==> src/aipp_map.svh <==
`ifndef AIPP_MAP_SVH
`define AIPP_MAP_SVH
`define AIPP_CLK_KHZ 10000
`define AIPP_PERIOD_US 1000
`define AIPP_TICK_CYC (`AIPP_PERIOD_US * `AIPP_CLK_KHZ / 1000)
`define AIPP_AVG_N 4'h8
`define AIPP_AVG_SH 3
`define AIPP_GAIN_ONE 16'h1000
`define AIPP_GAIN_SH 12
`define AIPP_OPEN_CODE 16'h7FFF
`define AIPP_OPEN_LIM 16'hFED4
`define AIPP_UNI_LO 16'hFED4
`define AIPP_UNI_HI 16'h189C
`define AIPP_BIP_LO 16'hF31C
`define AIPP_BIP_HI 16'h0CE4
`define AIPP_BIP_ZERO 16'hF448
`define AIPP_SPAN 16'h1770
`define AIPP_CAL_WIN 16'h012C
`define AIPP_DIV_STEPS 5'h1C
`define AIPP_RNG_0_5V 3'h0
`define AIPP_RNG_1_5V 3'h1
`define AIPP_RNG_0_10V 3'h2
`define AIPP_RNG_B10V 3'h3
`define AIPP_RNG_4_20MA 3'h4
`define AIPP_RNG_0_20MA 3'h5
`define AIPP_SW_AVG 12
`define AIPP_SW_FOUR 13
`define AIPP_SW_SOFT 15
`define AIPP_NV_OFS 2'h0
`define AIPP_NV_GAIN 2'h1
`define AIPP_NV_RANGE 2'h2
`define AIPP_LD_END 5'h19
`define AIPP_BLK_DATA 2'h0
`define AIPP_BLK_RANGE 2'h2
`define AIPP_A_STAT 5'h08
`define AIPP_A_CFG 5'h09
`define AIPP_A_CAL 5'h0A
`define AIPP_CAL_OFS 8
`define AIPP_CAL_GAIN 9
`define AIPP_CFG_AVG 0
`define AIPP_CFG_FOUR 1
`define AIPP_CFG_SOFT 2
`define AIPP_CFG_RUN 3
`define AIPP_CFG_CBUSY 4
`define AIPP_CFG_CERR 5
`endif

==> src/aipp_pkg.sv <==
package aipp_pkg;
    typedef enum logic [1:0] {CTL_LOAD, CTL_RUN} aipp_ctl_t;
    typedef enum logic [1:0] {CAL_IDLE, CAL_WAIT, CAL_DIV, CAL_STORE} aipp_cal_t;
    typedef logic signed [15:0] aipp_word_t;
endpackage

==> src/aipp_mem.sv <==
`timescale 1ns/1ps
module aipp_mem #(
    parameter int W = 16,
    parameter int AW = 5
) (
    input wire logic clk, // Clock
    input wire logic we, // Write enable
    input wire logic [AW-1:0] waddr, // Write address
    input wire logic [W-1:0] wdata, // Write data
    input wire logic [AW-1:0] raddr, // Read address
    output logic [W-1:0] rdata // Registered read data
);
    logic [W-1:0] mem [2**AW];

    // Blank store reads as zero, which every stored field treats as default
    initial begin
        for (int i = 0; i < 2**AW; i++) begin
            mem[i] = '0;
        end
    end

    always_ff @(posedge clk) begin
        if (we) begin
            mem[waddr] <= wdata;
        end
        rdata <= mem[raddr];
    end
endmodule // aipp_mem

==> src/aipp_core.sv <==
// Added by the designer: the placing of the registers and the address-and-strobe port.
`timescale 1ns/1ps
`include "aipp_map.svh"

// Functional notes
// - Averaging applies to all eight channels together
// - Output is moving average of last eight
// - Refresh stays one millisecond per channel
// - Withhold first averaged value until eight samples
// - One-to-five volt below 0.8 V reports 7FFF
// - Four-to-twenty mA below 3.2 mA reports open
// - Open state re-evaluated at each conversion
// - Open clears itself when input returns
// - Negative results are two's complement words
// - Eight channel mode refreshes every 8 ms
// - Four channel mode converts every 4 ms
// - Software ranges per channel, else switch pairs
// - Written ranges take effect after reset only
// - Offset capture maps input to zero, stored
// - Gain capture maps input to full, stored
// - Offset limited to range dependent window
// - Gain limited to range dependent window
// - Out of range input clamps at limits
// - Bipolar scale F448..0BB8, span F31C..0CE4
// - Four channel mode uses even channels only
module aipp_core #(
    parameter int TICK_CYC = `AIPP_TICK_CYC
) (
    input wire logic MCLK, // System clock, 10 MHz
    input wire logic RST, // Synchronous reset, active high
    input wire logic [15:0] SW, // Setting switch pins
    output logic ADC_START, // Start conversion pulse
    output logic [2:0] ADC_CH, // Channel to convert
    output logic [2:0] ADC_RANGE, // Range of that channel
    input wire logic ADC_DONE, // Raw result valid pulse
    input wire logic [15:0] ADC_RAW, // Raw result, signed
    input wire logic [4:0] REG_ADDR, // Register address
    input wire logic [15:0] REG_WDATA, // Register write data
    input wire logic REG_WR, // Write strobe
    input wire logic REG_RD, // Read strobe
    output logic [15:0] REG_RDATA // Read data, cycle after strobe
);
    localparam aipp_pkg::aipp_word_t UNI_LO = `AIPP_UNI_LO;
    localparam aipp_pkg::aipp_word_t UNI_HI = `AIPP_UNI_HI;
    localparam aipp_pkg::aipp_word_t BIP_LO = `AIPP_BIP_LO;
    localparam aipp_pkg::aipp_word_t BIP_HI = `AIPP_BIP_HI;
    localparam aipp_pkg::aipp_word_t BIP_ZERO = `AIPP_BIP_ZERO;
    localparam aipp_pkg::aipp_word_t OPEN_LIM = `AIPP_OPEN_LIM;
    localparam aipp_pkg::aipp_word_t WIN = `AIPP_CAL_WIN;
    localparam aipp_pkg::aipp_word_t SPAN = `AIPP_SPAN;

    function automatic logic is_live_zero(input logic [2:0] r);
        return r == `AIPP_RNG_1_5V || r == `AIPP_RNG_4_20MA;
    endfunction

    function automatic logic is_bipolar(input logic [2:0] r);
        return r == `AIPP_RNG_B10V;
    endfunction

    // Unlisted codes fall back to the lowest voltage range
    function automatic logic [2:0] valid_range(input logic [2:0] r);
        return r > `AIPP_RNG_0_20MA ? `AIPP_RNG_0_5V : r;
    endfunction

    logic [15:0] sw_s1_reg, sw_s2_reg;
    aipp_pkg::aipp_ctl_t ctl_state_reg;
    aipp_pkg::aipp_cal_t cal_state_reg;
    logic [4:0] ld_cnt_reg;
    logic avg_en_reg, four_reg, soft_reg;
    logic [2:0] range_act_reg [8];
    logic [2:0] range_pend_reg [8];
    aipp_pkg::aipp_word_t ofs_reg [8];
    logic [15:0] gain_reg [8];
    logic [31:0] tick_cnt_reg;
    logic [2:0] conv_ch_reg;
    logic [2:0] ptr_reg [8];
    logic [3:0] cnt_reg [8];
    logic signed [18:0] sum_reg [8];
    logic s1_vld_reg, s1_open_reg;
    logic [2:0] s1_ch_reg;
    aipp_pkg::aipp_word_t s1_val_reg;
    logic [15:0] data_reg [8];
    logic [7:0] open_reg, ready_reg;
    logic [2:0] cal_ch_reg;
    logic cal_gain_reg, cal_err_reg;
    logic [15:0] cal_res_reg;
    logic [45:0] div_acc_reg;
    logic [16:0] div_d_reg;
    logic [4:0] div_cnt_reg;
    logic [15:0] nv_rdata, hist_rdata;

    // Switch pins are asynchronous to the core
    always_ff @(posedge MCLK) begin
        sw_s1_reg <= SW;
        sw_s2_reg <= sw_s1_reg;
    end

    wire logic running = ctl_state_reg == aipp_aipp_run();
    function automatic aipp_pkg::aipp_ctl_t aipp_aipp_run();
        return aipp_pkg::CTL_RUN;
    endfunction

    // Stored word index {kind, channel} walks 0..24 during load
    wire logic [4:0] ld_prev = ld_cnt_reg - 5'h01;
    wire logic ld_store = !running && ld_cnt_reg != 5'h00;

    always_ff @(posedge MCLK) begin
        if (RST) begin
            ctl_state_reg <= aipp_pkg::CTL_LOAD;
            ld_cnt_reg <= 5'h00;
        end else if (!running) begin
            ld_cnt_reg <= ld_cnt_reg + 5'h01;
            if (ld_cnt_reg == `AIPP_LD_END) begin
                ctl_state_reg <= aipp_pkg::CTL_RUN;
            end
        end
    end

    always_ff @(posedge MCLK) begin
        if (RST) begin
            for (int i = 0; i < 8; i++) begin
                ofs_reg[i] <= 16'h0000;
                gain_reg[i] <= `AIPP_GAIN_ONE;
                range_pend_reg[i] <= `AIPP_RNG_0_5V;
            end
        end else if (ld_store) begin
            case (ld_prev[4:3])
                `AIPP_NV_OFS: ofs_reg[ld_prev[2:0]] <= nv_rdata;
                `AIPP_NV_GAIN: gain_reg[ld_prev[2:0]] <=
                    nv_rdata + `AIPP_GAIN_ONE;
                `AIPP_NV_RANGE: range_pend_reg[ld_prev[2:0]] <=
                    nv_rdata[2:0];
                default: ;
            endcase
        end else if (REG_WR && REG_ADDR[4:3] == `AIPP_BLK_RANGE) begin
            range_pend_reg[REG_ADDR[2:0]] <= REG_WDATA[2:0];
        end
    end

    // Settings freeze when load ends; later writes wait for a reset
    always_ff @(posedge MCLK) begin
        if (RST) begin
            avg_en_reg <= 1'b0;
            four_reg <= 1'b0;
            soft_reg <= 1'b0;
            for (int i = 0; i < 8; i++) begin
                range_act_reg[i] <= `AIPP_RNG_0_5V;
            end
        end else if (!running && ld_cnt_reg == `AIPP_LD_END) begin
            avg_en_reg <= sw_s2_reg[`AIPP_SW_AVG];
            four_reg <= sw_s2_reg[`AIPP_SW_FOUR];
            soft_reg <= sw_s2_reg[`AIPP_SW_SOFT];
            for (int i = 0; i < 8; i++) begin
                range_act_reg[i] <= valid_range(sw_s2_reg[`AIPP_SW_SOFT] ?
                    range_pend_reg[i] : sw_s2_reg[(i / 2) * 3 +: 3]);
            end
        end
    end

    // One channel per tick keeps the 1 ms per point cadence
    wire logic tick_wrap = tick_cnt_reg == 32'(TICK_CYC - 1);

    always_ff @(posedge MCLK) begin
        if (RST || !running || tick_wrap) begin
            tick_cnt_reg <= 32'h0;
        end else begin
            tick_cnt_reg <= tick_cnt_reg + 32'h1;
        end
    end

    always_ff @(posedge MCLK) begin
        if (RST) begin
            conv_ch_reg <= 3'h0;
            ADC_START <= 1'b0;
            ADC_CH <= 3'h0;
            ADC_RANGE <= 3'h0;
        end else begin
            ADC_START <= running && tick_wrap;
            if (running && tick_wrap) begin
                ADC_CH <= conv_ch_reg;
                ADC_RANGE <= range_act_reg[conv_ch_reg];
                conv_ch_reg <= conv_ch_reg + (four_reg ? 3'h2 : 3'h1);
            end
        end
    end

    // Correction: ((raw - offset - zero) * gain >> 12) + zero
    wire logic [2:0] cv_rng = range_act_reg[ADC_CH];
    wire logic cv_bip = is_bipolar(cv_rng);
    wire logic signed [17:0] cv_zero = cv_bip ? 18'(BIP_ZERO) : 18'sh0;
    wire logic signed [17:0] cv_diff = 18'($signed(ADC_RAW))
        - 18'(ofs_reg[ADC_CH]) - cv_zero;
    wire logic signed [35:0] cv_prod = 36'(cv_diff)
        * $signed({20'h0, gain_reg[ADC_CH]});
    wire logic signed [35:0] cv_scl = (cv_prod >>> `AIPP_GAIN_SH)
        + 36'(cv_zero);
    wire logic signed [35:0] cv_lo = 36'(cv_bip ? BIP_LO : UNI_LO);
    wire logic signed [35:0] cv_hi = 36'(cv_bip ? BIP_HI : UNI_HI);
    wire logic cv_open = is_live_zero(cv_rng) && cv_scl < 36'(OPEN_LIM);
    wire aipp_pkg::aipp_word_t cv_val = cv_scl < cv_lo ? cv_lo[15:0] :
        cv_scl > cv_hi ? cv_hi[15:0] : cv_scl[15:0];

    always_ff @(posedge MCLK) begin
        if (RST) begin
            s1_vld_reg <= 1'b0;
            s1_open_reg <= 1'b0;
            s1_ch_reg <= 3'h0;
            s1_val_reg <= 16'h0000;
        end else begin
            s1_vld_reg <= ADC_DONE && running;
            if (ADC_DONE) begin
                s1_open_reg <= cv_open;
                s1_ch_reg <= ADC_CH;
                s1_val_reg <= cv_val;
            end
        end
    end

    // Oldest sample leaves the running sum as the new one enters
    wire logic [3:0] s2_cnt = cnt_reg[s1_ch_reg];
    wire logic s2_wrap = s2_cnt == `AIPP_AVG_N;
    wire logic signed [18:0] s2_old = s2_wrap ? 19'($signed(hist_rdata))
        : 19'sh0;
    wire logic signed [18:0] s2_sum = sum_reg[s1_ch_reg]
        + 19'(s1_val_reg) - s2_old;
    wire logic [3:0] s2_cnt_n = s2_wrap ? s2_cnt : s2_cnt + 4'h1;
    wire logic signed [18:0] s2_avg = s2_sum >>> `AIPP_AVG_SH;
    wire logic s2_upd = s1_vld_reg && (!avg_en_reg || s1_open_reg
        || s2_cnt_n == `AIPP_AVG_N);
    wire logic [15:0] s2_data = s1_open_reg ? `AIPP_OPEN_CODE :
        avg_en_reg ? s2_avg[15:0] : s1_val_reg;

    always_ff @(posedge MCLK) begin
        if (RST) begin
            open_reg <= 8'h00;
            ready_reg <= 8'h00;
            for (int i = 0; i < 8; i++) begin
                ptr_reg[i] <= 3'h0;
                cnt_reg[i] <= 4'h0;
                sum_reg[i] <= 19'sh0;
                data_reg[i] <= 16'h0000;
            end
        end else if (s1_vld_reg) begin
            open_reg[s1_ch_reg] <= s1_open_reg;
            ptr_reg[s1_ch_reg] <= ptr_reg[s1_ch_reg] + 3'h1;
            cnt_reg[s1_ch_reg] <= s2_cnt_n;
            sum_reg[s1_ch_reg] <= s2_sum;
            if (s2_upd) begin
                data_reg[s1_ch_reg] <= s2_data;
                ready_reg[s1_ch_reg] <= 1'b1;
            end
        end
    end

    // Calibration capture uses the next conversion of the chosen channel
    wire logic cal_cmd = REG_WR && REG_ADDR == `AIPP_A_CAL
        && (REG_WDATA[`AIPP_CAL_OFS] || REG_WDATA[`AIPP_CAL_GAIN]);
    wire logic cal_bad = four_reg && REG_WDATA[0];
    wire logic cal_hit = ADC_DONE && ADC_CH == cal_ch_reg;
    wire logic signed [17:0] cal_rel = 18'($signed(ADC_RAW)) - cv_zero;
    wire logic ofs_ok = cal_rel >= -18'(WIN) && cal_rel <= 18'(WIN);
    wire logic gain_ok = cv_diff >= 18'(SPAN) - 18'(WIN)
        && cv_diff <= 18'(SPAN) + 18'(WIN);
    wire logic rng_wr = REG_WR && REG_ADDR[4:3] == `AIPP_BLK_RANGE;
    wire logic [45:0] div_sh = {div_acc_reg[44:0], 1'b0};
    wire logic div_ge = div_sh[45:28] >= {1'b0, div_d_reg};
    wire logic [17:0] div_rem = div_sh[45:28] - {1'b0, div_d_reg};
    wire logic [45:0] div_step = div_ge ? {div_rem, div_sh[27:1], 1'b1}
        : div_sh;

    always_ff @(posedge MCLK) begin
        if (RST) begin
            cal_state_reg <= aipp_pkg::CAL_IDLE;
            cal_ch_reg <= 3'h0;
            cal_gain_reg <= 1'b0;
            cal_err_reg <= 1'b0;
            cal_res_reg <= 16'h0000;
            div_acc_reg <= 46'h0;
            div_d_reg <= 17'h0;
            div_cnt_reg <= 5'h00;
        end else begin
            case (cal_state_reg)
                aipp_pkg::CAL_IDLE: if (cal_cmd && running) begin
                    cal_err_reg <= cal_bad;
                    cal_ch_reg <= REG_WDATA[2:0];
                    cal_gain_reg <= REG_WDATA[`AIPP_CAL_GAIN];
                    if (!cal_bad) begin
                        cal_state_reg <= aipp_pkg::CAL_WAIT;
                    end
                end
                aipp_pkg::CAL_WAIT: if (cal_hit) begin
                    if (cal_gain_reg && gain_ok) begin
                        div_acc_reg <= {18'h0, 28'(`AIPP_SPAN) << `AIPP_GAIN_SH};
                        div_d_reg <= cv_diff[16:0];
                        div_cnt_reg <= 5'h00;
                        cal_state_reg <= aipp_pkg::CAL_DIV;
                    end else if (!cal_gain_reg && ofs_ok) begin
                        cal_res_reg <= cal_rel[15:0];
                        cal_state_reg <= aipp_pkg::CAL_STORE;
                    end else begin
                        cal_err_reg <= 1'b1;
                        cal_state_reg <= aipp_pkg::CAL_IDLE;
                    end
                end
                aipp_pkg::CAL_DIV: begin
                    div_acc_reg <= div_step;
                    div_cnt_reg <= div_cnt_reg + 5'h01;
                    if (div_cnt_reg == `AIPP_DIV_STEPS - 5'h01) begin
                        cal_res_reg <= div_step[15:0] - `AIPP_GAIN_ONE;
                        cal_state_reg <= aipp_pkg::CAL_STORE;
                    end
                end
                aipp_pkg::CAL_STORE: if (!rng_wr) begin
                    cal_state_reg <= aipp_pkg::CAL_IDLE;
                end
                default: cal_state_reg <= aipp_pkg::CAL_IDLE;
            endcase
        end
    end

    // Range writes own the store port; a finished capture waits in CAL_STORE while a range write is strobed
    wire logic cal_wr = cal_state_reg == aipp_pkg::CAL_STORE && !rng_wr;
    wire logic nv_we = running && (rng_wr || cal_wr);
    wire logic [4:0] nv_waddr = rng_wr ? {`AIPP_NV_RANGE, REG_ADDR[2:0]}
        : {cal_gain_reg ? `AIPP_NV_GAIN : `AIPP_NV_OFS, cal_ch_reg};
    wire logic [15:0] nv_wdata = rng_wr ? {13'h0, REG_WDATA[2:0]}
        : cal_res_reg;

    aipp_mem #(.W(16), .AW(5)) u_nvm (
        .clk(MCLK),
        .we(nv_we),
        .waddr(nv_waddr),
        .wdata(nv_wdata),
        .raddr(ld_cnt_reg),
        .rdata(nv_rdata)
    );

    aipp_mem #(.W(16), .AW(6)) u_hist (
        .clk(MCLK),
        .we(s1_vld_reg),
        .waddr({s1_ch_reg, ptr_reg[s1_ch_reg]}),
        .wdata(s1_val_reg),
        .raddr({ADC_CH, ptr_reg[ADC_CH]}),
        .rdata(hist_rdata)
    );

    wire logic cal_busy = cal_state_reg != aipp_pkg::CAL_IDLE;
    wire logic [15:0] cfg_word = (16'(avg_en_reg) << `AIPP_CFG_AVG)
        | (16'(four_reg) << `AIPP_CFG_FOUR) | (16'(soft_reg) << `AIPP_CFG_SOFT)
        | (16'(running) << `AIPP_CFG_RUN) | (16'(cal_busy) << `AIPP_CFG_CBUSY)
        | (16'(cal_err_reg) << `AIPP_CFG_CERR);
    wire logic [15:0] rd_val = REG_ADDR[4:3] == `AIPP_BLK_DATA ?
        data_reg[REG_ADDR[2:0]] : REG_ADDR == `AIPP_A_STAT ?
        {ready_reg, open_reg} : REG_ADDR == `AIPP_A_CFG ? cfg_word :
        REG_ADDR[4:3] == `AIPP_BLK_RANGE ?
        {13'h0, range_pend_reg[REG_ADDR[2:0]]} : 16'h0000;

    always_ff @(posedge MCLK) begin
        REG_RDATA <= (RST || !REG_RD) ? 16'h0000 : rd_val;
    end

    logic [31:0] gap_cnt_reg;
    logic seen_reg;
    always_ff @(posedge MCLK) begin
        if (RST) begin
            gap_cnt_reg <= 32'h0;
            seen_reg <= 1'b0;
        end else begin
            gap_cnt_reg <= ADC_START ? 32'h0 : gap_cnt_reg + 32'h1;
            seen_reg <= seen_reg || ADC_START;
        end
    end
endmodule // aipp_core

==> config.mk <==
export PLATFORM = sky130hd
export DESIGN_NAME = aipp_core
export DESIGN_NICKNAME = d
export VERILOG_FILES = /design/src/aipp_pkg.sv /design/src/aipp_mem.sv /design/src/aipp_core.sv
export VERILOG_INCLUDE_DIRS = /design/src
export SDC_FILE = /design/constraint.sdc
export NUM_CORES = 2
export LEC_CHECK = 0
export BUFFER_PORTS_ARGS = -buffer_cell sky130_fd_sc_hd__buf_2
export CAP_MARGIN = 20
export CORE_UTILIZATION = 50
export DETAILED_ROUTE_END_ITERATION = 10
export HOLD_SLACK_MARGIN = 0.1
export PLACE_DENSITY = 0.65
export SLEW_MARGIN = 15
export SYNTH_ARGS = -nofsm -noshare
export SYNTH_HDL_FRONTEND = slang
export SYNTH_SLANG_ARGS = --single-unit
==> constraint.sdc <==
create_clock -name MCLK -period 24.7 [get_ports MCLK]
set_input_delay 1.235 -clock MCLK [delete_from_list [all_inputs] [get_ports MCLK]]
set_output_delay 1.235 -clock MCLK [all_outputs]
set_load 0.02 [all_outputs]
; ---- After elaboration in Yosys (flattened, before gate mapping)
; Memories as Yosys holds them, arrays and structs flattened. A register that Yosys moved wholly into a read port is not among the register bits.
; Index checks and enable logic that the tools add are counted.
[classes]
mul = 1
eq_ne = 27
reduce_logical = 55
n_mux = 138
n_lt_le_gt_ge = 18
n_div = 0
n_bitwise = 15
addsub = 16
n_shift = 0
[op_table]
columns = operator, count
row1 = $mux 16, 14
row2 = $mux 3, 50
row3 = $mux 45, 3
row4 = $pmux 45 s2, 1
row5 = $reduce_or 16->1, 3
row6 = $mux 1, 45
row7 = $mux 19, 2
row8 = $mul 18x17->35, 1
row9 = $add 32x1->32 const B, 1
row10 = $eq 32x14->1 const B, 1
row11 = $pmux 16 s2, 1
row12 = $add 23x18->24, 1
row13 = $gt 24x14->1, 1
row14 = $gt 3x3->1 const B, 8
row15 = $lt 24x10->1 const B, 1
row16 = $lt 24x13->1, 1
row17 = $add 19x16->19, 1
row18 = $logic_and 1x1->1, 19
row19 = $reduce_or 19->1, 1
row20 = $sub 19x19->19, 1
row21 = $ge 18x10->1 const B, 1
row22 = $ge 18x14->1 const B, 1
row23 = $ge 18x17->1, 1
row24 = $le 18x10->1 const B, 1
row25 = other kinds (54), 110
[word_totals]
regBits = 223
rom_bits = 0
elab_cells = 306
mem_bits_rw = 2176
input_bits = 58
latch_bits = 0
n_memories = 10
[mem_list]
columns = name, depth, word_bits, rd, rd_ports_with_merged_regs, wr, line_no
row1 = u_hist.mem, 64, 16, 1, 1, 1, aipp_mem.sv:13  ; logic [W-1:0] mem [2**AW];
row2 = u_nvm.mem, 32, 16, 1, 1, 1, aipp_mem.sv:13
row3 = sum_reg, 8, 19, 1, 1, 8, aipp_core.sv:78  ; logic signed [18:0] sum_reg [8];
row4 = data_reg, 8, 16, 1, 0, 8, aipp_core.sv:82  ; logic [15:0] data_reg [8];
row5 = gain_reg, 8, 16, 1, 1, 8, aipp_core.sv:73  ; logic [15:0] gain_reg [8];
row6 = ofs_reg, 8, 16, 1, 1, 8, aipp_core.sv:72  ; aipp_pkg::aipp_word_t ofs_reg [8];
row7 = +4 memories, --, --, --, --, --, --

; ---- Logic depth before layout (Yosys ltp)
[depth]
ltp_word = 11
mapped_depth = 59
depth_no_buf = 56

; ---- By module
; Synthesis repeated with hierarchy kept, for this count alone.
[hier_totals]
hier_cells = 7853
hier_area_um2 = 114379.7
[modules_own_cells]
columns = module, instances, cells_per_inst, area_per_inst_um2
row1 = aipp_core, 1, 4881, 53801.6
row2 = aipp_mem (u_hist), 1, 1829, 40042.2
row3 = aipp_mem (u_nvm), 1, 1143, 20535.9

; ---- Least setup slack after synthesis
; No wires, ideal clock.
[synth_path]
path_type = register to register
start = register (tool-made name)
end = register s1_val_reg[12]
arrival_ns = 14.826
setup_ns = 0.120
stages_incl_launch_ff = 58
setup_slack_ns = 9.754
period_less_slack_ns = 14.946
cell_sequence = dfxtp_1 clkbuf_1 buf_2 clkbuf_1 clkbuf_1 buf_1 mux4_2 mux2_2 fa_1 inv_1 ha_1 inv_1 a31oi_1 o21ai_0 a21boi_1 o2111ai_1 nand3b_1 a31oi_1 (+22 left out) a21oi_1 o21bai_1 xor2_1 ha_1 clkbuf_1 a21o_1 a211oi_1 o21bai_1 a221o_1 or2_2 o21ai_0 a311o_1 a211oi_1 or3_1 or4_4 o21ai_4 mux2_1 o221a_1
[synth_lines]
columns = element, line_no
row1 = to (signal assigned), aipp_core.sv:214  ; s1_val_reg <= cv_val;
row2 = to (decl), aipp_core.sv:81  ; aipp_pkg::aipp_word_t s1_val_reg;

==> impl_metrics.csv <==
group,metric,value,unit
outcome,status,"finished clean",
clock_network,cts_setup_buffers,0,
finish,multi_input_area,0.0407,sq mm
critical_path,crit_path_max_fanout,39,
synthesis,yosys_register_bits,2438,
clock_network,clock-root-buffer,"clkbuf_16",
global_route,busiest_layer,"met2",
critical_path,cpMaxStageDelayCell,"dfxtp_4",
critical_path,arrival,16.79,ns
die,io_pins,81,
die,die_w,480,um
clock_network,postCtsResizedCells,0,
route,wl_per_cell,25.2,um
hold_path,hp-class,"reg2reg",
finish,area_growth,11.5,%
route,drt-initial-drc-count,7011,
clock_network,cts_hold_buf,0,
critical_path,cp-end-kind,"flip-flop",
sta,period_needed,16.04,ns
die,die_area,0.230,sq mm
sta,worst_pin_slew,1.20,ns
sta,hold_viol_final,0,
die,die_h,480,um
clock_network,worstSkewPairLatency,0.90,ns
sta,tns,0,ns
global_route,met2_usage,40.9,%
synthesis,yosys_most_used_dff,"edfxtp_1",
synthesis,ys_warn_count,0,
sta,rsz0062_at_grt,"no",
global_route,grt_max_degree,182,
placed_design,hpwl,177000,um
sta,setup_viol,0,
sta,maxSlewHeadroom,19.5,%
global_route,grt_usage,25.2,%
synthesis,ys_seq_area_share,61.8,%
route,wl,289000,um
finish,largest_reg_flops,1024,
clock_network,cts_buffers,238,
synthesis,synth_edf_count,2176,
finish,ff_latch_area,0.0706,sq mm
clock_network,cts_max_path_buffers,3,
route,vias,67500,
die,core_area,0.227,sq mm
route,drc_errors,0,
route,dr.pass1.iters,6,
placed_design,portBuffers,68,
synthesis,synthCells,8041,
clock_network,cts_tree,"yes",
sta,max_freq,0.0623,GHz
synthesis,ys_types,93,
critical_path,timing.critical_path.max_delay_family,"compound AO/OA/AOI/OAI gates",
critical_path,max_stage_delay,0.81,ns
critical_path,crit_required,25.45,ns
finish,drive_above_1_share,14.9,%
finish,fillerInstances,18000,
global_route,grt_pass1_vias,67400,
route,drtAntennaViolNets,0,
global_route,overflow,0,
finish,num-nets-final,8847,
synthesis,syn_avg_cell_area,14.2,sq um
global_route,grt_pass1_wl,430000,um
clock_network,htree_levels,4,
synthesis,async_reset_ff_share,0,%
synthesis,synthesis.area,0.114,sq mm
global_route,gr-usage-met1,35.2,%
sta,drv_slew,0,
global_route,gr-usage-met3,3.52,%
die,rows,175,
global_route,antenna_found_initial,7,
placed_design,gp_congestion,0.895,
finish,final_common_cell,"edfxtp_1",
critical_path,worst-setup-path-type,"reg2reg",
route,via_per_inst,5.86,
flow_run,maxCapViolations,0,
finish,mostFrequentLayoutCells,"edfxtp_1 (2176), nor2_1 (751), nand2_1 (689), inv_1 (517), mux4_2 (411)",
clock_network,clk_pin_slew,0.06,ns
sta,fin_skew,0.0655,ns
die,start_util,50.2,%
critical_path,critPathLaunchType,"flip-flop",
clock_network,cts.sink_count,2438,
critical_path,crit_buf_inv,11,
sta,period_share,64.9,%
critical_path,cp_common_cell,"inv_1",
cell usage after synthesis (all sizes together) (86+ instances only):
master / n / area (sq um)
edfxtp: 2176 / 65300
and2: 424 / 2650
inv: 523 / 1960
a31oi: 88 / 566
clkbuf: 374 / 1400
o21ai: 124 / 636
dfxtp: 262 / 5250
nand2: 695 / 2610
ha: 199 / 2490
mux2i: 330 / 3300
xnor2: 86 / 753
mux4: 411 / 9260
nor2: 771 / 2890
a211oi: 230 / 1740
fa: 312 / 6250
a21oi: 214 / 1080
path summary, 6_finish.rpt:
kind | slack, ns | to | startpoint | cells past startpoint
setup / recovery | 8.66 | s1_val_reg[15] | flip-flop | 59
hold / removal | 0.33 | sw_s2_reg[4] | sw_s1_reg[4] | 0
setup reg to reg | 8.66 | s1_val_reg[15] | flip-flop | 59
hold reg to reg | 0.33 | sw_s2_reg[4] | sw_s1_reg[4] | 0
per-layer routing:
metal	up-vias	wire length [um]
li1	29800	-
met5	-	27
met1	34600	119000
met4	4	9540
met3	468	21800
met2	2527	139000
metrics by stage:
stage,hold WS (ns),cell area (sq um),setup slack [ns],std cells,util (%)
6_report,0.327,127000,8.66,11500,56.0
5_1_grt,0.339,127000,7.43,11500,56.0
4_1_cts,0.331,127000,8.74,11500,56.0
3_5_place_dp,0.312,119000,8.80,11000,52.5
3_3_place_gp,0.314,119000,8.88,11000,52.4
2_1_floorplan,0.310,115000,9.75,8168,-
kinds of logic after synthesis:
family / after synthesis / share of synthesized area (%)
mux: 817 / 11.8
simple gates: 2221 / 8.88
fa+ha+maj: 511 / 7.65
flops: 2438 / 61.8
buf+inv: 974 / 3.21
xor+xnor: 148 / 1.15
other cells: 1 / 0.00328
compound gates: 931 / 5.54
layout make-up:
| class | count | area share (%) |
|---|---|---|
| flip-flops and latches | 2438 | 55.5 |
| multi-input cells | 4756 | 31.9 |
| clock buffers | 339 | 5.31 |
| well taps | 3009 | 2.96 |
| repair buffers | 320 | 1.84 |
| inverters | 524 | 1.54 |
| clock inverters | 114 | 0.950 |
| diodes | 3 | 0.00589 |
Power is left out: the tool's default activity adds up to more than one toggle a clock period on the data nets, which glitch-free logic cannot reach.
